==> src/boot_strap_defines.svh <==
// Named constants for the boot strap decoder: latch layout, reset values, fuse codes.
// Assumes inclusion by bare name from the package and the design modules.
`ifndef BOOT_STRAP_DEFINES_SVH
`define BOOT_STRAP_DEFINES_SVH

// Latch width and bit positions of the four strapping pins.
`define STRAP_W          4
`define STRAP_A_IDX      0
`define STRAP_B_IDX      1
`define STRAP_C_IDX      2
`define STRAP_D_IDX      3
// Width of the status word that software may read (pins a, b, c).
`define STRAP_STATUS_W   3
// Latch value after power-on reset; pin c rests high through its pull-up.
`define STRAP_RESET_VAL  4'h4
// Level that an undriven pin c takes from the weak pull-up.
`define STRAP_C_PULL     1'h1

// Print policy fuse codes.
`define PRINT_ALWAYS     2'h0
`define PRINT_WHEN_B_LOW 2'h1
`define PRINT_WHEN_B_HI  2'h2
`define PRINT_NEVER      2'h3

// Print channel fuse codes.
`define CHAN_USB         1'h0
`define CHAN_SERIAL      1'h1

`endif

==> src/boot_strap_pkg.sv <==
// Types shared by the boot strap decoder and its strap sampler.
// Assumes boot_strap_defines.svh sits in the same folder.
`include "boot_strap_defines.svh"

package boot_strap_pkg;

    // Boot mode chosen from straps, fuses and override requests.
    typedef enum logic [1:0] {
        BOOT_SPI,
        BOOT_DOWNLOAD,
        BOOT_INVALID
    } boot_mode_e;

    // Source of the debug port signals.
    typedef enum logic [1:0] {
        DBG_PINS,
        DBG_USB,
        DBG_OFF
    } debug_src_e;

    // Pending override from the USB serial/debug controller.
    typedef enum logic [1:0] {
        OVR_NONE,
        OVR_TO_DOWNLOAD,
        OVR_TO_SPI
    } usb_ovr_e;

    typedef logic [`STRAP_W-1:0] strap_t;

endpackage : boot_strap_pkg

==> src/strap_if.sv <==
// Carrier between the decoder and its strap sampler.
// Assumes the decoder drives capture and pin levels and the sampler returns the latch.
`timescale 1ns/1ns

interface strap_if;
    logic                    capture;
    boot_strap_pkg::strap_t  pin_level;
    boot_strap_pkg::strap_t  latched;

    modport sampler (input capture, input pin_level, output latched);
    modport owner   (output capture, output pin_level, input latched);
endinterface : strap_if

==> src/strap_sampler.sv <==
// Latch bank that holds the strapping pin levels taken during a system reset.
// Assumes capture is high only while a power-on class system reset is in progress.
`timescale 1ns/1ns
`include "boot_strap_defines.svh"

module strap_sampler (
    // Clock and reset.
    input  wire logic clk,
    input  wire logic rst,
    // Capture control, pin levels and latch contents.
    strap_if.sampler  sif
);
    import boot_strap_pkg::*;

    // Latches follow the pins while capture is high and freeze when it falls.
    always_ff @(posedge clk or posedge rst) begin
        if (rst) begin
            sif.latched <= `STRAP_RESET_VAL;
        end else if (sif.capture) begin
            sif.latched <= sif.pin_level;
        end
    end
endmodule : strap_sampler

==> src/boot_strap_decoder.sv <==
// Boot strap decoder: latches strapping pins and decodes boot, print and debug choices.
// Assumes synchronous pin inputs, static fuse inputs and one-cycle cpu_reset and USB pulses.
`timescale 1ns/1ns
`include "boot_strap_defines.svh"

module boot_strap_decoder (
    // Clock and reset.
    input  wire logic                     clk,
    input  wire logic                     rst,
    // Reset sequence controls.
    input  wire logic                     strap_capture,
    input  wire logic                     cpu_reset,
    // Strapping pins.
    input  wire logic                     strap_pin_a,
    input  wire logic                     strap_pin_b,
    input  wire logic                     strap_pin_c,
    input  wire logic                     strap_pin_c_driven,
    input  wire logic                     strap_pin_d,
    // Software and USB controller requests.
    input  wire logic                     force_download_request,
    input  wire logic                     usb_req_download,
    input  wire logic                     usb_req_spi,
    input  wire logic                     usb_controller_enabled,
    // Fuses.
    input  wire logic                     fuse_block_force_download,
    input  wire logic                     fuse_download_disable,
    input  wire logic                     fuse_secure_download,
    input  wire logic [1:0]               fuse_print_policy,
    input  wire logic                     fuse_print_channel,
    input  wire logic                     fuse_pin_debug_disable,
    input  wire logic                     fuse_usb_debug_disable,
    input  wire logic                     fuse_debug_strap_select,
    // Status and decoded outputs.
    output logic [`STRAP_STATUS_W-1:0]    strap_status,
    output logic                          pins_functional,
    output boot_strap_pkg::boot_mode_e    boot_mode,
    output logic                          boot_invalid,
    output logic                          download_restricted,
    output logic                          print_to_usb,
    output logic                          print_to_serial,
    output boot_strap_pkg::debug_src_e    debug_source
);
    import boot_strap_pkg::*;

    strap_if    sif ();
    logic       capture_q;
    logic       boot_eval;
    logic       force_now;
    logic       sa;
    logic       sb;
    logic       sc;
    logic       sd;
    logic       print_en;
    usb_ovr_e   usb_ovr_q;
    boot_mode_e strap_mode;
    boot_mode_e mode_d;
    debug_src_e dbg_d;

    // Pin c falls back to the pull-up level when nobody drives it.
    assign sif.capture   = strap_capture;
    assign sif.pin_level = {strap_pin_d,
                            strap_pin_c_driven ? strap_pin_c : `STRAP_C_PULL,
                            strap_pin_b, strap_pin_a};

    strap_sampler i_strap_sampler (
        .clk (clk),
        .rst (rst),
        .sif (sif.sampler)
    );

    assign sa = sif.latched[`STRAP_A_IDX];
    assign sb = sif.latched[`STRAP_B_IDX];
    assign sc = sif.latched[`STRAP_C_IDX];
    assign sd = sif.latched[`STRAP_D_IDX];

    // Software sees straps a to c straight from the latch flops.
    assign strap_status = sif.latched[`STRAP_STATUS_W-1:0];

    // Track capture so its end can trigger the first boot decision.
    always_ff @(posedge clk or posedge rst) begin
        if (rst) begin
            capture_q       <= 1'b0;
            pins_functional <= 1'b0;
        end else begin
            capture_q       <= strap_capture;
            pins_functional <= !strap_capture;
        end
    end

    // Decisions happen when the strap latch closes and at every CPU reset.
    assign boot_eval = (capture_q && !strap_capture) || cpu_reset;
    assign force_now = cpu_reset && force_download_request && !fuse_block_force_download;

    // USB overrides stay pending until consumed; a new request wins over consumption.
    always_ff @(posedge clk or posedge rst) begin
        if (rst) begin
            usb_ovr_q <= OVR_NONE;
        end else if (usb_req_download) begin
            usb_ovr_q <= OVR_TO_DOWNLOAD;
        end else if (usb_req_spi) begin
            usb_ovr_q <= OVR_TO_SPI;
        end else if (boot_eval) begin
            usb_ovr_q <= OVR_NONE;
        end
    end

    // Boot mode from straps, then overrides, then the download-disable fuse.
    always_comb begin
        if (sa && sc) begin
            strap_mode = BOOT_SPI;
        end else if (sa && sb && !sc) begin
            strap_mode = BOOT_DOWNLOAD;
        end else begin
            strap_mode = BOOT_INVALID;
        end
        mode_d = strap_mode;
        if (strap_mode == BOOT_SPI && (force_now || usb_ovr_q == OVR_TO_DOWNLOAD)) begin
            mode_d = BOOT_DOWNLOAD;
        end else if (strap_mode == BOOT_DOWNLOAD && usb_ovr_q == OVR_TO_SPI) begin
            mode_d = BOOT_SPI;
        end
        if (mode_d == BOOT_DOWNLOAD && fuse_download_disable) begin
            mode_d = BOOT_INVALID;
        end
    end

    // Boot mode register, refreshed on each decision point.
    always_ff @(posedge clk or posedge rst) begin
        if (rst) begin
            boot_mode    <= BOOT_INVALID;
            boot_invalid <= 1'b0;
        end else if (boot_eval) begin
            boot_mode    <= mode_d;
            boot_invalid <= (mode_d == BOOT_INVALID);
        end
    end

    // Secure download only applies while download boot is actually active.
    always_ff @(posedge clk or posedge rst) begin
        if (rst) begin
            download_restricted <= 1'b0;
        end else begin
            download_restricted <= fuse_secure_download && !fuse_download_disable
                                   && boot_mode == BOOT_DOWNLOAD;
        end
    end

    // Print enable from policy fuse and strap b.
    always_comb begin
        unique case (fuse_print_policy)
            `PRINT_ALWAYS:     print_en = 1'b1;
            `PRINT_WHEN_B_LOW: print_en = !sb;
            `PRINT_WHEN_B_HI:  print_en = sb;
            `PRINT_NEVER:      print_en = 1'b0;
        endcase
    end

    // Print routing; a disabled USB controller silences USB printing.
    always_ff @(posedge clk or posedge rst) begin
        if (rst) begin
            print_to_usb    <= 1'b0;
            print_to_serial <= 1'b0;
        end else begin
            print_to_usb    <= print_en && fuse_print_channel == `CHAN_USB
                               && usb_controller_enabled;
            print_to_serial <= print_en && fuse_print_channel == `CHAN_SERIAL;
        end
    end

    // Debug source from the two disable fuses, the select fuse and strap d.
    always_comb begin
        unique case ({fuse_pin_debug_disable, fuse_usb_debug_disable})
            2'b00:   dbg_d = !fuse_debug_strap_select ? DBG_USB
                             : (sd ? DBG_USB : DBG_PINS);
            2'b01:   dbg_d = DBG_PINS;
            2'b10:   dbg_d = DBG_USB;
            default: dbg_d = DBG_OFF;
        endcase
    end

    // Debug source register.
    always_ff @(posedge clk or posedge rst) begin
        if (rst) begin
            debug_source <= DBG_OFF;
        end else begin
            debug_source <= dbg_d;
        end
    end
endmodule : boot_strap_decoder

==> config.mk <==
export PLATFORM = sky130hd
export DESIGN_NAME = boot_strap_decoder
export DESIGN_NICKNAME = d
export VERILOG_FILES = /design/src/boot_strap_pkg.sv /design/src/strap_if.sv /design/src/strap_sampler.sv /design/src/boot_strap_decoder.sv
export VERILOG_INCLUDE_DIRS = /design/src
export SDC_FILE = /design/constraint.sdc
export NUM_CORES = 1
export LEC_CHECK = 0
export BUFFER_PORTS_ARGS = -buffer_cell sky130_fd_sc_hd__clkbuf_2
export CAP_MARGIN = 30
export CORE_UTILIZATION = 47
export CTS_CLUSTER_DIAMETER = 40
export DETAILED_ROUTE_END_ITERATION = 6
export GPL_TIMING_DRIVEN = 0
export MAX_ROUTING_LAYER = met4
export PLACE_DENSITY_LB_ADDON = 0.1
export SLEW_MARGIN = 0
export SYNTH_ARGS = -nofsm -noshare
export SYNTH_HDL_FRONTEND = slang
export SYNTH_SLANG_ARGS = --single-unit
==> constraint.sdc <==
create_clock -name clk -period 2.45 [get_ports clk]
set_input_delay 0.49 -clock clk [delete_from_list [all_inputs] [get_ports clk]]
set_output_delay 0.49 -clock clk [all_outputs]
set_load 0.02 [all_outputs]
==> metrics.csv, run 1 <==
metric,value,unit
status,"finished, final reports clean",
I/O Pins,34,
fraction of layout cells with a size suffix above 1,0.5474,
vias in the first global route,456,
Iter 0 DRT Violations,3,
Pwr per Cell Area,637.8,nW/um^2
Crit-path slowest cell,dfstp_2,
CTS tree,yes,
FF-to-FF path depth,4,
"Max FO, Critical Path",7,
Nets,118,
most frequent cells in the layout,"clkbuf_2 (33), dfrtp_1 (13), nor2_1 (6), inv_1 (5), mux2_2 (4)",
Post-Route WL,1.187,mm
Final TNS setup,0,ns
min Tclk post-route,1.638,ns
pin count of the biggest net entering global routing,17,
Die Ht,40.58,um
Final HPWL DP,914.7,um
Mean Syn Cell Area,12.06,sq um
H-tree levels,1,
clk_skew,0.0004565,ns
clk sinks,16,
critical-path cell list,"buf_4, clkbuf_2",
setup bufs post-CTS,0,
GP Congestion,0.7007,
synth warn,0,
final core utilization,0.6812,
hold_buf cts,0,
Max Freq,0.6106,GHz
Routed Antenna Nets,0,
Max clock buf depth,2,
Total GRT Usage,0.1831,
leakage,0.4817,nW
post-synth cell types,26,
CTS Root Cell,clkbuf_4,
Maximum Capacitance Violations,0,
Vias,536,
clk slew on worst S/H paths,0.09,ns
peak supply drop,0.3788,mV
CP required,1.96,ns
Post-Syn Instances,58,
number of buffers created by CTS,3,
initial antenna violation count,0,
Syn-to-layout area delta,31.48,%
final worst-path cycle share,0.6684,
fin. max-slew vios,0,
RR Startpoint,i_strap_sampler.sif.latched[2]$_DFFE_PP1P_,
"most common cell after layout, fill and taps aside",clkbuf_2,
CTS resizes,0,
initial core utilization,0.5181,
IO Port Bufs,33,
Ant. Diodes,0,
wire length per cell,10.79,um
Die Span X,40.58,um
grt ovf,0,
crit path capture type,output pin,
placed insts,106,
startpoint class of the critical path,flop,
worst r2r dst,boot_invalid$_DFFE_PP0P_,
Synth Register Bits,16,
Worst-Skew Late Latency,0.28,ns
DR DRC count,0,
die area,1646,sq um
Final Hold Vio Count,0,
1st-pass router iterations,2,
"non-filler cells, final",110,
Final Setup Violations,0,
"Largest stage delay, worst path",0.60,ns
Slew @ Worst Pin,0.5871,ns
"Seq/Total Area, Yosys",0.5778,
row count,13,
first-pass GRT wire length,1.828,mm
drt via density,4.873,
CP arrival,1.15,ns
area of the mapped netlist,699.4,sq um
"setup slack, reg-to-reg",1.21,ns
Setup CP Type,flop to output pin,
Core Region,1350,sq um
Layout fillers,114,
unrepaired setup endpoints after global routing,false,
syn_nets,80,
Rel. slew slack,0.6082,
min-delay worst type,input port to async pin,
## registers in the layout, summed over array words and instances, names as in the netlist
signal and cells:
capture_q 1, boot_invalid 1, usb_ovr_q 2, boot_mode 2
print_to_serial 1, pins_functional 1, debug_source 2, download_restricted 1
print_to_usb 1, i_strap_sampler.sif.latched 4
## report_power, final
part / internal (W) / switching, W
registers: 0.000288 / 0.0000149
logic: 0.0000539 / 0.0000547
clock network: 0.0000904 / 0.0000843
total: 0.000433 / 0.000154
## cells by family (layout without fill, tap and decap cells)
kind of cell	count (synthesis)	after routing	share of synthesized area
AND/OR/NAND/NOR	18	18	0.1789
AO/OA/AOI/OAI	11	11	0.1038
multiplexers	4	4	0.06440
flip-flops	16	16	0.5778
buffers and inverters	9	46	0.07513
## through the flow
step	power (W)	cell area, sq um	hold slack, ns	setup slack, ns
2_1_floorplan	0.0003765	699.4	0.4016	1.261
3_3_place_gp	0.0004158	883.3	0.4753	1.093
3_5_place_dp	0.0004187	883.3	0.4796	1.076
4_1_cts	0.0005959	919.6	0.2483	0.7921
5_1_grt	0.0006226	919.6	0.2720	0.7708
6_report	0.0005865	919.6	0.2330	0.8123
## layout make-up
cell class	count	area [sq um]	share of cell area
Clock buffer	4	36.28	0.03946
Tap cell	15	18.77	0.02041
Buffer	4	33.78	0.03673
Timing Repair Buffer	33	165.2	0.1796
Inverter	5	18.77	0.02041
Multi-Input combinational cell	33	242.7	0.2639
Sequential cell	16	404.1	0.4395
## synthesized netlist by cell type
cell type / number / area [sq um]
o21ai_1: 3 / 15.01
nor3b_2: 1 / 12.51
inv_1: 5 / 18.77
and2b_2: 1 / 8.760
buf_6: 1 / 11.26
a31oi_1: 1 / 6.260
nor2b_4: 1 / 13.76
a22o_1: 1 / 8.760
nand2b_1: 1 / 6.260
mux2_2: 4 / 45.04
o221ai_1: 1 / 8.760
and3b_2: 1 / 10.01
or2_1: 1 / 6.260
buf_4: 3 / 22.52
nand4_1: 1 / 6.260
nand3_1: 1 / 5.000
a31o_1: 1 / 8.760
and4b_1: 1 / 10.01
o21a_1: 2 / 15.01
dfstp_2: 3 / 78.83
nor2_1: 6 / 22.52
nand3b_1: 1 / 7.510
and2_1: 1 / 6.260
nor4bb_1: 1 / 10.01
dfrtp_1: 13 / 325.3
a21oi_1: 2 / 10.01
## critical path, delay by kind of cell (launching register included)
kind	cells	cell delay (ns)
DFF	1	0.60
buffers and inverters	2	0.27
## routing by layer
layer,part of all wire,track usage
met5,0,-
met4,0.010,0.1250
met3,0.065,0.05000
met2,0.50,0.2579
met1,0.42,0.2249
## how the worst max path moves through the flow
| stage | from | end | slack (ns) | cells past startpoint |
|---|---|---|---|---|
| 2_1_floorplan | strap_capture | boot_invalid$_DFFE_PP0P_ | 1.26 | 5 |
| 6_report | i_strap_sampler.sif.latched[2]$_DFFE_PP1P_ | strap_status[2] | 0.81 | 2 |
| 3_3_place_gp | strap_capture | boot_invalid$_DFFE_PP0P_ | 1.09 | 6 |
| 4_1_cts | i_strap_sampler.sif.latched[2]$_DFFE_PP1P_ | strap_status[2] | 0.79 | 2 |
| 5_1_grt | i_strap_sampler.sif.latched[2]$_DFFE_PP1P_ | strap_status[2] | 0.77 | 2 |
| 3_5_place_dp | strap_capture | boot_invalid$_DFFE_PP0P_ | 1.08 | 6 |
No activity file was read; power rests on OpenSTA's default activity.
==> run 2: changes to the inputs <==
--- a/config.mk
+++ b/config.mk
@@ -8,7 +8,7 @@
 export LEC_CHECK = 0
 export BUFFER_PORTS_ARGS = -buffer_cell sky130_fd_sc_hd__clkbuf_2
 export CAP_MARGIN = 30
-export CORE_UTILIZATION = 47
+export CORE_UTILIZATION = 39
 export CTS_CLUSTER_DIAMETER = 40
 export DETAILED_ROUTE_END_ITERATION = 6
 export GPL_TIMING_DRIVEN = 0
==> constraint.sdc (replaced) <==
create_clock -name clk -period 1.4 [get_ports clk]
set_input_delay 0.28 -clock clk [delete_from_list [all_inputs] [get_ports clk]]
set_output_delay 0.28 -clock clk [all_outputs]
set_load 0.02 [all_outputs]
==> metrics.csv, run 2 (same netlist as run 1, synthesis figures left out) <==
metric,value,unit
leakage,0.4862,nW
Int Pwr,0.0007595,W
placed insts,115,
Final Setup Violations,0,
clock power share,0.293,
Top reg by flops,i_strap_sampler.sif.latched,
Largest register FFs,4,
fin. max-slew vios,0,
clk sinks,16,
number of buffers created by CTS,3,
final worst-path cycle share,0.9661,
"most common cell after layout, fill and taps aside",clkbuf_2,
Syn-to-layout area delta,34.17,%
Routed Antenna Nets,0,
first-pass GRT wire length,1.869,mm
Worst-Skew Late Latency,0.28,ns
wire length per cell,9.900,um
status,"finished, final reports clean",
Die Span X,44.35,um
Max clock buf depth,2,
Ant. Diodes,0,
initial antenna violation count,0,
Final TNS setup,0,ns
unrepaired setup endpoints after global routing,false,
Final Hold Vio Count,0,
crit path capture type,output pin,
clk_skew,0.005098,ns
fraction of layout cells with a size suffix above 1,0.5521,
WHS,0.02088,ns
Die Ht,44.35,um
GP Congestion,0.6669,
Final HPWL DP,951.1,um
grt ovf,0,
vias in the first global route,475,
Total GRT Usage,0.1374,
Iter 0 DRT Violations,2,
die area,1967,sq um
initial core utilization,0.4388,
Nets,119,
row count,14,
CTS Root Cell,clkbuf_4,
switching part of the total,0.2591,
CP arrival,1.07,ns
total power,0.001025,W
Vias,539,
Slew @ Worst Pin,0.5819,ns
min-delay worst type,input port to async pin,
IO Port Bufs,33,
met3 Use GR,0.02449,
Core Region,1594,sq um
1st-pass router iterations,4,
Setup CP Type,flop to output pin,
global routing usage on met1,0.1534,
startpoint class of the critical path,flop,
combinational power share,0.191,
sequential share of power,0.515,
RR Startpoint,i_strap_sampler.sif.latched[2]$_DFFE_PP1P_,
CTS tree,yes,
pin count of the biggest net entering global routing,17,
P_sw,0.0002656,W
I/O Pins,34,
DR DRC count,0,
drt via density,4.492,
Maximum Capacitance Violations,0,
CP required,1.12,ns
Rel. slew slack,0.6117,
"Max FO, Critical Path",2,
Pwr per Cell Area,1092,nW/um^2
Post-DP Area,894.6,sq um
Max Freq,0.7394,GHz
GR met2 Demand/Resource,0.2324,
Worst Setup SP,i_strap_sampler.sif.latched[2]$_DFFE_PP1P_,
clk slew on worst S/H paths,0.10,ns
Post-Route WL,1.188,mm
"non-filler cells, final",120,
H-tree levels,1,
peak supply drop,0.6312,mV
post-route cell area,938.4,sq um
most frequent cells in the layout,"clkbuf_2 (33), dfrtp_1 (13), nor2_1 (6), inv_1 (5)",
min Tclk post-route,1.352,ns
GR peak layer,met2,
## run 2: repair_timing
action                                  CTS  global route
resized for setup                         0             0
buffers inserted                          1             0
hold buffers                              0             0
endpoints found under the setup margin    1             0
## run 2: power by group through the flow
stage          clock (W)  sequential [W]  combinational [W]
6_report        0.000301        0.000528           0.000196
5_1_grt         0.000317        0.000534           0.000216
4_1_cts         0.000314        0.000529           0.000200
3_5_place_dp           0        0.000541           0.000193
3_3_place_gp           0        0.000539           0.000189
2_1_floorplan          0        0.000561          0.0000975
## run 2: final timing paths
path	end	slack, ns	cells after the start
worst max-delay path	strap_status[2]	0.05	2
worst min-delay path	debug_source[0]$_DFF_PP0_	0.02	2
worst max register to register	boot_invalid$_DFFE_PP0P_	0.10	5
worst min register to register	boot_invalid$_DFFE_PP0P_	0.50	1
max in group asynchronous	print_to_serial$_DFF_PP0_	1.00	2
min in group clk	capture_q$_DFF_PP0_	0.14	1
## run 2: layer usage
layer  vias up  share of wire
met2        17           0.54
met5         -              0
li1        273              -
met1       247           0.40
met4         0         0.0076
met3         2          0.055
## run 2: worst max-delay path, cell delays in order, from the launching register on
cell and delay (ns):
dfstp_2 0.55, buf_4 0.10, clkbuf_2 0.15
## run 2: layout make-up
class | count | area, sq um
buffer | 4 | 33.78
clock buffer | 4 | 36.28
fill | 147 | 655.6
inverter | 5 | 18.77
multi-input combinational | 33 | 242.7
sequential | 16 | 404.1
tap | 24 | 30.03
timing repair buffer | 34 | 172.7
## run 2: stage by stage
| step | worst slack (ns) | utilization |
|---|---|---|
| finish | 0.04750 | 0.5887 |
| global route | 0.01994 | 0.5887 |
| CTS | 0.03424 | 0.5887 |
| detailed placement | 0.1755 | 0.5612 |
| global placement | 0.2029 | 0.5612 |
| floorplan | 0.2676 | - |
